--- src/inc/ssm_pkg.sv ---
// shared constants for the soft-step and soft-mute controller
package ssm_pkg;
    // clock rate, used to turn times into cycle counts
    localparam int unsigned CLK_MHZ = 25;

    // register byte offsets on the bus
    localparam logic [7:0] REG_MUTE = 8'h00;
    localparam logic [7:0] REG_STEP_EN = 8'h04;
    localparam logic [7:0] REG_STEP_CFG = 8'h08;
    localparam logic [7:0] REG_BLK_BASE = 8'h0c;
    localparam logic [7:0] REG_FILT = 8'h24;
    localparam logic [7:0] REG_TEST = 8'h28;
    localparam logic [7:0] REG_STATUS = 8'h2c;

    // gain blocks that can ramp, one data register each
    localparam int NBLK = 6;
    localparam int BLK_LOUD = 0;
    localparam int BLK_VOL = 1;
    localparam int BLK_TREB = 2;
    localparam int BLK_MID = 3;
    localparam int BLK_BASS = 4;
    localparam int BLK_SPK = 5;

    // field positions
    localparam int MUTE_BUS_OFF = 0;
    localparam int MUTE_BUS_ONLY = 1;
    localparam int MUTE_TIME_LO = 2;
    localparam int MUTE_SUB_SRC = 4;
    localparam int MUTE_SUB_OFF = 5;
    localparam int MUTE_FCHG_OFF = 6;
    localparam int MUTE_AA_OFF = 7;
    localparam int CFG_STEP_10MS = 3;
    localparam int CFG_WIN_LO = 4;
    localparam int CFG_SPIKE_LO = 6;
    localparam int BLK_ACT = 7;
    localparam int FILT_SUB_FC_LO = 0;
    localparam int FILT_SUB_PH0 = 2;
    localparam int FILT_MID_FC_LO = 3;
    localparam int FILT_BASS_FC_LO = 5;
    localparam int FILT_BASS_DC = 7;
    localparam int TEST_BYTE_D0 = 0;
    localparam int TEST_SUBADDR_D7 = 8;
    localparam int STAT_MUTE = 0;
    localparam int STAT_STEP_N = 1;
    localparam int STAT_FAULT_N = 2;

    // values after reset
    localparam logic [7:0] MUTE_RST = 8'hc1;
    localparam logic [7:0] STEP_EN_RST = 8'hff;
    localparam logic [7:0] STEP_CFG_RST = 8'h3f;
    localparam logic [7:0] BLK_RST = 8'h00;
    localparam logic [7:0] FILT_RST = 8'h7e;
    localparam logic [8:0] TEST_RST = 9'h000;

    // times in microseconds
    localparam int unsigned MUTE_T0_US = 480;
    localparam int unsigned MUTE_T1_US = 960;
    localparam int unsigned MUTE_T2_US = 7680;
    localparam int unsigned MUTE_T3_US = 15360;
    localparam int unsigned STEP_5_US = 5000;
    localparam int unsigned STEP_10_US = 10000;
    localparam int unsigned FCHG_US = 1000;

    // cycle counts derived from the times
    localparam int unsigned MUTE_T0_CYC = MUTE_T0_US * CLK_MHZ;
    localparam int unsigned MUTE_T1_CYC = MUTE_T1_US * CLK_MHZ;
    localparam int unsigned MUTE_T2_CYC = MUTE_T2_US * CLK_MHZ;
    localparam int unsigned MUTE_T3_CYC = MUTE_T3_US * CLK_MHZ;
    localparam int unsigned STEP_5_CYC = STEP_5_US * CLK_MHZ;
    localparam int unsigned STEP_10_CYC = STEP_10_US * CLK_MHZ;
    localparam int unsigned FCHG_CYC = FCHG_US * CLK_MHZ;

    localparam int CNT_W = 19;

    typedef enum logic [1:0] {
        MS_OPEN = 2'b00,
        MS_FALL = 2'b01,
        MS_SHUT = 2'b10,
        MS_RISE = 2'b11
    } ssm_mute_t;
endpackage : ssm_pkg

--- src/rtl/ssm_top.sv ---
// soft-mute, soft-step sequencer, offset fault and settings, AHB-Lite slave
`timescale 1ns/100ps
module ssm_top
    import ssm_pkg::*;
#(
    parameter int unsigned MUTE_CYC0 = MUTE_T0_CYC,
    parameter int unsigned MUTE_CYC1 = MUTE_T1_CYC,
    parameter int unsigned MUTE_CYC2 = MUTE_T2_CYC,
    parameter int unsigned MUTE_CYC3 = MUTE_T3_CYC,
    parameter int unsigned STEP_CYC5 = STEP_5_CYC,
    parameter int unsigned STEP_CYC10 = STEP_10_CYC,
    parameter int unsigned FCHG_CYCLES = FCHG_CYC
) (
    input wire logic sys_clk, // 25 MHz clock
    input wire logic sys_rst, // async reset, active high
    input wire logic hsel, // slave select
    input wire logic [31:0] haddr, // byte address
    input wire logic [1:0] htrans, // transfer type
    input wire logic hwrite, // write when high
    input wire logic [2:0] hsize, // transfer size
    input wire logic hready, // bus ready in
    input wire logic [31:0] hwdata, // write data
    output logic [31:0] hrdata, // read data
    output logic hreadyout, // slave ready
    output logic hresp, // always okay
    input wire logic mute_pin_n, // external mute pin, low mutes
    input wire logic window_compare_in, // amplifier window comparator
    input wire logic outputs_in_window, // front and rear inside windows
    output logic offset_fault_out, // offset fault, active low
    output logic fast_charge_out, // charge window_delay_cap quickly
    output logic [1:0] window_size_sel, // zero window threshold
    output logic [1:0] spike_time_sel, // spike rejection constant
    output logic mute_active_flag, // mute ramp, hold or demute ramp in progress
    output logic mute_falling, // mute ramp running down
    output logic mute_rising, // demute ramp running up
    output logic [1:0] mute_slope_sel, // slope of the running ramp
    output logic ramp_in_progress_n, // low while a step ramp runs
    output logic [NBLK-1:0] ramp_mask, // blocks in the running ramp
    output logic step_10ms, // shared step time, high for 10 ms
    output logic [NBLK-1:0][6:0] block_gain, // applied block settings
    output logic loud_flat, // loudness in flat attenuator mode
    output logic [1:0] bass_fc_sel, // bass centre frequency
    output logic [1:0] bass_q_sel, // bass quality factor
    output logic bass_dc_mode, // bass DC mode
    output logic [1:0] mid_fc_sel, // middle centre frequency
    output logic [1:0] sub_fc_sel, // subwoofer cut-off
    output logic sub_phase_0, // subwoofer phase 0 deg when high
    output logic sub_from_bass, // subwoofer fed from bass output
    output logic sub_enable, // subwoofer outputs on
    output logic anti_alias_on, // anti-alias filter in path
    output logic test_mode, // internal probes on probe_input_left
    output logic probe_disconnect // input resistor off the probe pin
);

    function automatic logic [3:0] blk_slot(input logic [7:0] a);
        logic [7:0] rel;
        rel = a - REG_BLK_BASE;
        blk_slot = {(a >= REG_BLK_BASE) && (rel[7:2] < 6'(NBLK))
                    && (rel[1:0] == 2'b00), rel[4:2]};
    endfunction : blk_slot

    // bus address phase capture
    logic wr_pend_q;
    logic [7:0] waddr_q;
    logic [31:0] rdata_q;
    wire addr_ok = hsel && hready && htrans[1];
    wire [3:0] wslot = blk_slot(waddr_q);
    wire [3:0] rslot = blk_slot(haddr[7:0]);
    wire wr_go = wr_pend_q;

    logic [7:0] mute_reg_q;
    logic [7:0] step_en_q;
    logic [7:0] step_cfg_q;
    logic [7:0] filt_q;
    logic [8:0] test_q;
    logic [NBLK-1:0][7:0] blk_reg_q;

    wire wr_mute = wr_go && waddr_q == REG_MUTE;
    wire wr_en = wr_go && waddr_q == REG_STEP_EN;
    wire wr_cfg = wr_go && waddr_q == REG_STEP_CFG;
    wire wr_filt = wr_go && waddr_q == REG_FILT;
    wire wr_test = wr_go && waddr_q == REG_TEST;

    assign hreadyout = 1'b1;
    assign hresp = 1'b0;
    assign hrdata = rdata_q;

    // synchronisers: 3 stages, a change counts when stages 2 and 3 agree
    logic [2:0] pin_s1_q;
    logic [2:0] pin_s2_q;
    logic [2:0] pin_s3_q;
    logic [2:0] pin_f_q;
    wire [2:0] pin_raw = {outputs_in_window, window_compare_in, mute_pin_n};
    genvar g;
    generate
        for (g = 0; g < 3; g++) begin : g_sync
            always_ff @(posedge sys_clk or posedge sys_rst) begin
                if (sys_rst) begin
                    pin_s1_q[g] <= 1'b1;
                    pin_s2_q[g] <= 1'b1;
                    pin_s3_q[g] <= 1'b1;
                    pin_f_q[g] <= 1'b1;
                end else begin
                    pin_s1_q[g] <= pin_raw[g];
                    pin_s2_q[g] <= pin_s1_q[g];
                    pin_s3_q[g] <= pin_s2_q[g];
                    if (pin_s2_q[g] == pin_s3_q[g]) begin
                        pin_f_q[g] <= pin_s3_q[g];
                    end
                end
            end
        end
    endgenerate
    wire pin_mute = ~pin_f_q[0];
    wire win_low = ~pin_f_q[1];
    wire in_win = pin_f_q[2];

    // soft-step sequencer state
    logic [NBLK-1:0] wait_q;
    logic fire_q;
    logic step_busy_q;
    logic [CNT_W-1:0] step_cnt_q;
    logic [NBLK-1:0] ramp_mask_q;
    logic [NBLK-1:0][6:0] stage_q;
    logic [NBLK-1:0][6:0] gain_q;

    wire [NBLK-1:0] ramp_en = ~step_en_q[NBLK-1:0];
    logic [NBLK-1:0] blk_wr;
    logic [NBLK-1:0] new_wait;
    logic [NBLK-1:0] new_act;
    generate
        for (g = 0; g < NBLK; g++) begin : g_blk
            assign blk_wr[g] = wr_go && wslot[3] && wslot[2:0] == 3'(g);
            assign new_wait[g] = blk_wr[g] && ramp_en[g];
            assign new_act[g] = new_wait[g] && !hwdata[BLK_ACT];
        end
    endgenerate

    // a ramp may start only once the previous one is over
    wire step_start = fire_q && !step_busy_q;
    wire step_done = step_busy_q && step_cnt_q == '0;
    wire [CNT_W-1:0] step_len = step_cfg_q[CFG_STEP_10MS] ?
        CNT_W'(STEP_CYC10 - 1) : CNT_W'(STEP_CYC5 - 1);

    always_ff @(posedge sys_clk or posedge sys_rst) begin
        if (sys_rst) begin
            wait_q <= '0;
            fire_q <= 1'b0;
        end else begin
            // a fresh write wins over the clear at ramp start
            wait_q <= (step_start ? '0 : wait_q) | new_wait;
            fire_q <= (fire_q && !step_start) || (|new_act);
        end
    end

    always_ff @(posedge sys_clk or posedge sys_rst) begin
        if (sys_rst) begin
            step_busy_q <= 1'b0;
            step_cnt_q <= '0;
            ramp_mask_q <= '0;
        end else if (step_start) begin
            step_busy_q <= 1'b1;
            step_cnt_q <= step_len;
            ramp_mask_q <= wait_q;
        end else if (step_done) begin
            step_busy_q <= 1'b0;
            ramp_mask_q <= '0;
        end else if (step_busy_q) begin
            step_cnt_q <= step_cnt_q - 1'b1;
        end
    end

    generate
        for (g = 0; g < NBLK; g++) begin : g_gain
            always_ff @(posedge sys_clk or posedge sys_rst) begin
                if (sys_rst) begin
                    stage_q[g] <= BLK_RST[6:0];
                    gain_q[g] <= BLK_RST[6:0];
                end else begin
                    if (blk_wr[g]) begin
                        stage_q[g] <= hwdata[6:0];
                    end
                    if (blk_wr[g] && !ramp_en[g]) begin
                        gain_q[g] <= hwdata[6:0];
                    end else if (step_start && wait_q[g]) begin
                        gain_q[g] <= stage_q[g];
                    end
                end
            end
        end
    endgenerate

    assign ramp_mask = ramp_mask_q;
    assign block_gain = gain_q;
    assign ramp_in_progress_n = ~step_busy_q;
    assign step_10ms = step_cfg_q[CFG_STEP_10MS];

    // soft-mute sequencing
    ssm_mute_t mstate_q;
    ssm_mute_t mstate_d;
    logic [CNT_W-1:0] mcnt_q;
    logic [1:0] mslope_q;
    wire bus_mute = !mute_reg_q[MUTE_BUS_OFF];
    wire pin_allowed = !mute_reg_q[MUTE_BUS_ONLY];
    wire mute_req = bus_mute || (pin_allowed && pin_mute);
    wire [1:0] tsel = mute_reg_q[MUTE_TIME_LO +: 2];
    wire [CNT_W-1:0] mute_len = (tsel == 2'b00) ? CNT_W'(MUTE_CYC0 - 1) :
        (tsel == 2'b01) ? CNT_W'(MUTE_CYC1 - 1) :
        (tsel == 2'b10) ? CNT_W'(MUTE_CYC2 - 1) :
        CNT_W'(MUTE_CYC3 - 1);
    wire mcnt_zero = mcnt_q == '0;

    always_comb begin
        mstate_d = mstate_q;
        case (mstate_q)
            MS_OPEN: begin
                if (mute_req) begin
                    mstate_d = MS_FALL;
                end
            end
            // a running ramp ignores the request until it ends
            MS_FALL: begin
                if (mcnt_zero) begin
                    mstate_d = MS_SHUT;
                end
            end
            MS_SHUT: begin
                if (!mute_req) begin
                    mstate_d = MS_RISE;
                end
            end
            MS_RISE: begin
                if (mcnt_zero) begin
                    mstate_d = MS_OPEN;
                end
            end
            default: begin
                mstate_d = MS_OPEN;
            end
        endcase
    end

    wire mload = (mstate_q == MS_OPEN && mstate_d == MS_FALL)
        || (mstate_q == MS_SHUT && mstate_d == MS_RISE);

    always_ff @(posedge sys_clk or posedge sys_rst) begin
        if (sys_rst) begin
            mstate_q <= MS_OPEN;
            mcnt_q <= '0;
            mslope_q <= 2'b00;
        end else begin
            mstate_q <= mstate_d;
            if (mload) begin
                mcnt_q <= mute_len;
                mslope_q <= tsel; // slope fixed for the whole ramp
            end else if (!mcnt_zero) begin
                mcnt_q <= mcnt_q - 1'b1;
            end
        end
    end

    assign mute_active_flag = mstate_q != MS_OPEN;
    assign mute_falling = mstate_q == MS_FALL;
    assign mute_rising = mstate_q == MS_RISE;
    assign mute_slope_sel = mslope_q;

    // offset detector: fault output and power-on fast charge
    logic fault_n_q;
    logic [CNT_W-1:0] fchg_cnt_q;
    logic fchg_q;
    always_ff @(posedge sys_clk or posedge sys_rst) begin
        if (sys_rst) begin
            fault_n_q <= 1'b1;
            fchg_cnt_q <= CNT_W'(FCHG_CYCLES - 1);
            fchg_q <= 1'b1;
        end else begin
            fault_n_q <= !(in_win && win_low);
            if (fchg_cnt_q != '0) begin
                fchg_cnt_q <= fchg_cnt_q - 1'b1;
            end
            // charge pulse after reset, or held on by software
            fchg_q <= fchg_cnt_q != '0 || !mute_reg_q[MUTE_FCHG_OFF];
        end
    end
    assign offset_fault_out = fault_n_q;
    assign fast_charge_out = fchg_q;
    assign window_size_sel = step_cfg_q[CFG_WIN_LO +: 2];
    assign spike_time_sel = step_cfg_q[CFG_SPIKE_LO +: 2];

    // filter selections straight from their registers
    assign loud_flat = blk_reg_q[BLK_LOUD][5:4] == 2'b00;
    assign bass_q_sel = blk_reg_q[BLK_BASS][6:5];
    assign bass_fc_sel = filt_q[FILT_BASS_FC_LO +: 2];
    assign bass_dc_mode = filt_q[FILT_BASS_DC];
    assign mid_fc_sel = filt_q[FILT_MID_FC_LO +: 2];
    assign sub_fc_sel = filt_q[FILT_SUB_FC_LO +: 2];
    assign sub_phase_0 = filt_q[FILT_SUB_PH0];
    assign sub_from_bass = mute_reg_q[MUTE_SUB_SRC];
    assign sub_enable = !mute_reg_q[MUTE_SUB_OFF];
    assign anti_alias_on = !mute_reg_q[MUTE_AA_OFF];
    assign test_mode = test_q[TEST_SUBADDR_D7] && test_q[TEST_BYTE_D0];
    assign probe_disconnect = test_mode;

    // register writes, one data phase after the address phase
    always_ff @(posedge sys_clk or posedge sys_rst) begin
        if (sys_rst) begin
            wr_pend_q <= 1'b0;
            waddr_q <= 8'h00;
            mute_reg_q <= MUTE_RST;
            step_en_q <= STEP_EN_RST;
            step_cfg_q <= STEP_CFG_RST;
            filt_q <= FILT_RST;
            test_q <= TEST_RST;
        end else begin
            wr_pend_q <= addr_ok && hwrite;
            waddr_q <= haddr[7:0];
            if (wr_mute) begin
                mute_reg_q <= hwdata[7:0];
            end
            if (wr_en) begin
                step_en_q <= hwdata[7:0];
            end
            if (wr_cfg) begin
                step_cfg_q <= hwdata[7:0];
            end
            if (wr_filt) begin
                filt_q <= hwdata[7:0];
            end
            if (wr_test) begin
                test_q <= hwdata[8:0];
            end
        end
    end

    generate
        for (g = 0; g < NBLK; g++) begin : g_breg
            always_ff @(posedge sys_clk or posedge sys_rst) begin
                if (sys_rst) begin
                    blk_reg_q[g] <= BLK_RST;
                end else if (blk_wr[g]) begin
                    blk_reg_q[g] <= hwdata[7:0];
                end
            end
        end
    endgenerate

    // read data chosen in the address phase, held for the data phase
    logic [31:0] rd_word;
    wire [7:0] status_byte = {5'h00, fault_n_q, ~step_busy_q,
                              mute_active_flag};
    always_comb begin
        rd_word = 32'h0000_0000;
        if (rslot[3]) begin
            rd_word = {24'h000000, blk_reg_q[rslot[2:0]]};
        end else begin
            case (haddr[7:0])
                REG_MUTE: rd_word = {24'h000000, mute_reg_q};
                REG_STEP_EN: rd_word = {24'h000000, step_en_q};
                REG_STEP_CFG: rd_word = {24'h000000, step_cfg_q};
                REG_FILT: rd_word = {24'h000000, filt_q};
                REG_TEST: rd_word = {23'h000000, test_q};
                REG_STATUS: rd_word = {24'h000000, status_byte};
                default: rd_word = 32'h0000_0000;
            endcase
        end
    end

    always_ff @(posedge sys_clk or posedge sys_rst) begin
        if (sys_rst) begin
            rdata_q <= 32'h0000_0000;
        end else if (addr_ok && !hwrite) begin
            rdata_q <= rd_word;
        end
    end

endmodule : ssm_top

--- config.mk ---
export PLATFORM = sky130hd
export DESIGN_NAME = ssm_top
export DESIGN_NICKNAME = d
export VERILOG_FILES = /design/src/inc/ssm_pkg.sv /design/src/rtl/ssm_top.sv
export SDC_FILE = /design/constraint.sdc
export NUM_CORES = 1
export LEC_CHECK = 0
export BUFFER_PORTS_ARGS = -buffer_cell sky130_fd_sc_hd__buf_2
export CAP_MARGIN = 30
export CORE_MARGIN = 8
export CORE_UTILIZATION = 45
export CTS_CLUSTER_SIZE = 16
export DETAILED_ROUTE_END_ITERATION = 7
export PLACE_DENSITY = 0.66
export SLEW_MARGIN = 40
export SYNTH_ARGS = -nofsm -noshare
export SYNTH_HDL_FRONTEND = slang
export SYNTH_SLANG_ARGS = --single-unit
--- constraint.sdc ---
create_clock -name sys_clk -period 19.8 [get_ports sys_clk]
set_input_delay 1.98 -clock sys_clk [delete_from_list [all_inputs] [get_ports sys_clk]]
set_output_delay 1.98 -clock sys_clk [all_outputs]
set_load 0.02 [all_outputs]
[Yosys cells after proc, flatten, opt, wreduce, memory -nomap -nowiden]
Index checks and enable logic that the tools add are counted.
Storage, ports and cells
  register bits: 303
  word-level logic and storage cells: 219
  input port bits: 77
Operators by class
  reductions and logical operators: 94
  equal/unequal tests: 26
  add/sub/neg operators: 5
  multiplexer cells: 35
  magnitude comparators: 5
  bitwise logic cells: 5
Operators by type and width (count)
  two-way mux 19 bit: 8
  two-way mux 7 bit: 12
  subtractor 19 x 1 -> 19 bit (second input constant): 3
  case mux 9 bit (6 select lines): 1
  logical AND 1 bit: 52
  equality test 8 x 6 -> 1 bit (second input constant): 5
  zero test 19 bit: 2
  binary-select mux 8 bit (select 3 bit): 1
  nonzero test 19 bit: 1
  two-way mux 18 bit: 1
  two-way mux 6 bit: 3
  nonzero test 2 bit: 9
  equality test 8 x 3 -> 1 bit (second input constant): 2
  equality test 8 x 4 -> 1 bit (second input constant): 2
  >= comparator 8 x 4 -> 1 bit (second input constant): 2
  zero test 1 bit: 16
  zero test 8 bit: 2
  subtractor 8 x 4 -> 8 bit (second input constant): 2
  < comparator 6 x 3 -> 1 bit (second input constant): 2
  zero test 2 bit: 5
  two-way mux 9 bit: 1
  equality test 2 bit (second input constant): 4
  two-way mux 2 bit: 4
  two-way mux 8 bit: 1
  17 further kinds: 29

[Logic depth before layout (Yosys ltp)]
  depth in word-level cells: 10
  mapped depth: 10

[Worst setup path before layout]
No wires, ideal clock.
  kind: input to register
  from: input haddr[2]
  to: register rdata_q[0], in the netlist hrdata[0]
  library setup time: 0.135 ns
  slack: 15.759 ns
  required time: 19.665 ns
  arrival: 3.906 ns
  stages: 10
  cell sequence: buf_2 buf_2 inv_1 ha_1 clkbuf_1 a211o_1 a31oi_2 buf_4 o311a_1 o31ai_1
On the way
  longest elaborated chain between the ends: 5
  elaborated cells between the ends (all ways): 15
  classes of those cells: 1 x add/sub; 2 x order compare; 5 x eq/ne; 4 x mux; 3 x reduce/logical
Ends and longest elaborated chain
  start: declaration: line ssm_top.sv:17  | input wire logic [31:0] haddr,
  subtractor 8 x 4 -> 8 bit: line ssm_top.sv:57  | rel = a - REG_BLK_BASE;
  < comparator 6 x 3 -> 1 bit: line ssm_top.sv:58  | blk_slot = {(a >= REG_BLK_BASE) && (rel[7:2] < 6'(NBLK))
  logical AND 1 bit: line ssm_top.sv:58
  logical AND 1 bit: line ssm_top.sv:59  | && (rel[1:0] == 2'b00), rel[4:2]};
  two-way mux 9 bit (*): line ssm_top.sv:353  | if (rslot[3]) begin
  end signal: assignment: line ssm_top.sv:372  | rdata_q <= rd_word;
  end: declaration: line ssm_top.sv:65  | logic [31:0] rdata_q;
Every way passes the cells marked *; elsewhere a longest branch is shown, timed or not. The select of a mux whose other input is x is not followed.
A chain may end at the register's enable or synchronous reset.

[Final worst setup path]
  from: input haddr[2]
  to: register rdata_q[7], in the netlist hrdata[7]
The elaborated chain is that of the path after synthesis.

==> metrics.csv <==
stage,metric,value,unit
timing,minimum clock period,4270,ps
global_route,antenna violations before repair,3,
drt,DRC viols,0,
worst_setup_path,"CP delay by family, top",compound AO/OA/AOI/OAI gates,
drt,DR pass1 iterations,5,
worst_setup_path,CP Data Arrival Time,4700,ps
clocking,setup bufs post-CTS,0,
global_route,number of global-route vias before repair,8201,
global_route,GR Overflow Total,0,
worst_setup_path,Worst Path Max Fanout,30,
clocking,post_cts resized,0,
clocking,hold buffer count at CTS,0,
clocking,CTS tree,built,
worst_setup_path,reg2reg setup slack,16880,ps
synth,Synth Area per Inst,11.3,um^2
worst_setup_path,Levels on crit path,7,
synth,Synth area leader,dfrtp_1,
worst_setup_path,CP cell instances,buf_2 -> inv_1 -> ha_1 -> a211o_1 -> a31oi_4 -> o311a_1 -> o31ai_1,
clocking,clk slew on worst S/H paths,60,ps
die,Initial Util,45.8,%
drt,routed length on met2,14100,um
power_and_ir_drop,cell area power density,82.5,nW/um^2
timing,Worst Tran Pin Value,862,ps
worst_setup_path,R2R Path End,block_gain[16]$_DFFE_PP0P_,
clocking,CTS max path bufs,3,
run_status,outcome,"complete, no violations",
worst_setup_path,Crit path largest cell delay,640,ps
power_and_ir_drop,Lkg Pwr,5.91,nW
min_path,Hold Path Stages,0,
min_path,Hold Crit Endpoint,pin_s2_q[0]$_DFF_PP1_,
timing,clk_skew,22.1,ps
placement,Post-DP HPWL,19900,um
die,Core Area,25300,um^2
timing,Slew HR,42.5,%
clocking,# H-tree levels,1,
placement,Placer Congestion,0.789,
synth,ys async rst share,100,%
clocking,clock buffer count from CTS,26,
synth,mapped cell area,11600,um^2
die,width of the die,176,um
drt,routed via count,8147,
timing,worst setup margin,15530,ps
cells_and_area,Ant. Diodes,0,
timing,unrepaired setup endpoints after global routing,false,
clocking,CTS sink cnt,238,
power_and_ir_drop,Peak VDD IR,0.0670,mV
synth,synth top area cells,"dfrtp_1, dfstp_2, mux2_2",
drt,wl on met1,12700,um
worst_setup_path,critical path class,input pin to register,
global_route,overall routing resource usage,18.4,%
worst_setup_path,Buf/Inv on CP,2,
die,Top Ports,188,
drt,DRT iter0 DRCs,612,
worst_setup_path,Worst Reg2Reg Path Length in Cells,6,
synth,ys flop type,dfrtp_1,
timing,setup TNS,0,ps
synth,Post-Synthesis Cells,1022,
clocking,Clk Tree Root Cell,clkbuf_16,
worst_setup_path,CP Data Required Time,20230,ps
timing,Tcrit/Tclk final,21.6,%
synth,sequential share of the synthesized area,51.9,%
drt,met3 WL,1530,um
clocking,worst skew pair latency,540,ps
die,die area,31100,um^2
cells_and_area,fraction of layout cells with a size suffix above 1,28.8,%
die,die height,176,um
min_path,min-delay src,pin_s1_q[0]$_DFF_PP1_,
synth,Post-synth EDFFs,0,
placement,dpl ws,14740,ps
timing,Final Max Slew Viols,0,
drt,Post-Route WL,28900,um
worst_setup_path,element type at the critical path start,input pin,
min_path,Worst Hold Class,register to register,
worst_setup_path,critical path's slowest cell,buf_2,
flow_run,maxcap violations,0,
synth,post-synth cell types,77,
worst_setup_path,Reg2Reg Launch Point,waddr_q[2]$_DFF_PP0_,
drt,Avg Vias per Cell,5.58,
synth,post-synth top area share,41.7,%
cells_and_area,Area Overhead vs Synth,14.0,%
die,row count,58,
global_route,first-pass GRT wire length,45800,um
cells_and_area,Final nets,1210,
placement,port buffer count,111,
synth,Yosys Warn Count,0,
drt,uppermost routed layer,met5,
global_route,largest net degree at the start of global routing,116,
timing,Final Hold Fails,0,
synth,synthesized flop and latch total,238,
drt,Post-DRT Antenna Nets,0,
timing,Max Clk Rate,234,MHz
drt,DR WL/cell,19.8,um
timing,Setup Viol. Count Final,0,
worst_setup_path,crit end category,register,
## where the power goes
| group | switching (mW) | internal (mW) | total [mW] |
|---|---|---|---|
| logic | 0.0462 | 0.0187 | 0.0649 |
| clock network | 0.198 | 0.319 | 0.517 |
| registers | 0.00770 | 0.499 | 0.507 |
| total | 0.252 | 0.837 | 1.09 |
## state kept, by name (all words and copies together), names as in the netlist, 3 cells and up
signal	flops
block_gain	42
stage_q	36
fchg_cnt_q	19
mcnt_q	19
step_cnt_q	19
blk_reg_q	11
hrdata	9
test_q	9
filt_q	8
mute_reg_q	8
step_cfg_q	8
step_en_q	8
waddr_q	8
ramp_mask	6
wait_q	6
pin_s1_q	3
pin_s2_q	3
pin_s3_q	3
## logic make-up after synthesis
group	count (synthesis)	share of synthesized area, %
mux	153	14.2
other cells	2	0.0649
flops	238	51.9
buf+inv	99	4.59
compound gates	191	11.7
fa+ha+maj	25	2.64
xor+xnor	34	2.64
simple gates	280	12.2
## Yosys cell counts (all sizes together) (22+ instances only)
cell type  number
a21oi          32
dfstp          45
inv            23
o21ai          59
dfrtp         193
ha             22
clkbuf         24
nor3           23
mux2i          60
mux2           93
nor2           54
buf            52
nand2         109
xnor2          24
## final cells by class
cell class | count | area [um^2]
fillers | 2242 | 12100
flip-flops and latches | 238 | 6010
multi-input cells | 708 | 5170
clock buffers | 37 | 762
repair buffers | 114 | 582
well taps | 330 | 413
clock inverters | 10 | 164
inverters | 23 | 98.8
## worst reg2reg max path: cells and delay by family (launching register included)
kind	cells	cell delay [ps]
simple gates	1	280
compound gates	3	1390
flops	1	430
fa+ha+maj	2	690
## cells in the final DEF, fill, tap and decap left out, drive strengths merged, types with 5 or more instances in the layout
master / synthesis / final
dfrtp: 193 / 193
buf: 52 / 114
nand2: 109 / 109
mux2: 93 / 93
mux2i: 60 / 60
o21ai: 59 / 59
nor2: 54 / 54
dfstp: 45 / 45
clkbuf: 24 / 37
a21oi: 32 / 32
conb: 2 / 25
xnor2: 24 / 24
nor3: 23 / 23
inv: 23 / 22
ha: 22 / 22
nand3: 16 / 16
a31oi: 13 / 13
nor4: 13 / 13
a211oi: 13 / 13
a222oi: 11 / 11
xor2: 10 / 10
o31ai: 9 / 9
nand2b: 8 / 8
a22oi: 8 / 8
o311a: 8 / 8
o22ai: 8 / 8
nand4: 7 / 7
or3: 7 / 7
and2: 6 / 6
nor4b: 6 / 6
clkinv: 0 / 6
nand3b: 5 / 5
or4: 5 / 5
nor2b: 5 / 5
## layer usage
metal | GRT usage (%) | vias up
li1 | - | 3821
met1 | 24.2 | 4082
met2 | 30.7 | 196
met3 | 3.42 | 42
met4 | 4.73 | 6
met5 | 0 | -
## per-stage QoR
step,util (%),std cells,hold slack [ps],instance area (um^2),power (mW)
3_5_place_dp,48.5,1412,348,12200,0.581
3_3_place_gp,48.4,1412,347,12200,0.579
2_1_floorplan,-,1045,345,11700,0.561
5_1_grt,52.3,1460,359,13200,1.12
6_report,52.3,1460,356,13200,1.09
4_1_cts,52.1,1459,357,13200,1.10
## worst max-delay path by stage
stage / startpoint / to / slack, ps
after floorplan: sys_rst / bass_q_sel[1]$_DFFE_PP0N_ / 11360
after global placement: haddr[2] / hrdata[7]$_DFFE_PP0P_ / 14780
after detailed placement: haddr[2] / hrdata[7]$_DFFE_PP0P_ / 14740
after CTS: haddr[2] / hrdata[7]$_DFFE_PP0P_ / 15310
after global routing: haddr[2] / hrdata[7]$_DFFE_PP0P_ / 15390
final: haddr[2] / hrdata[7]$_DFFE_PP0P_ / 15530
No activity file was read; power rests on OpenSTA's default activity.
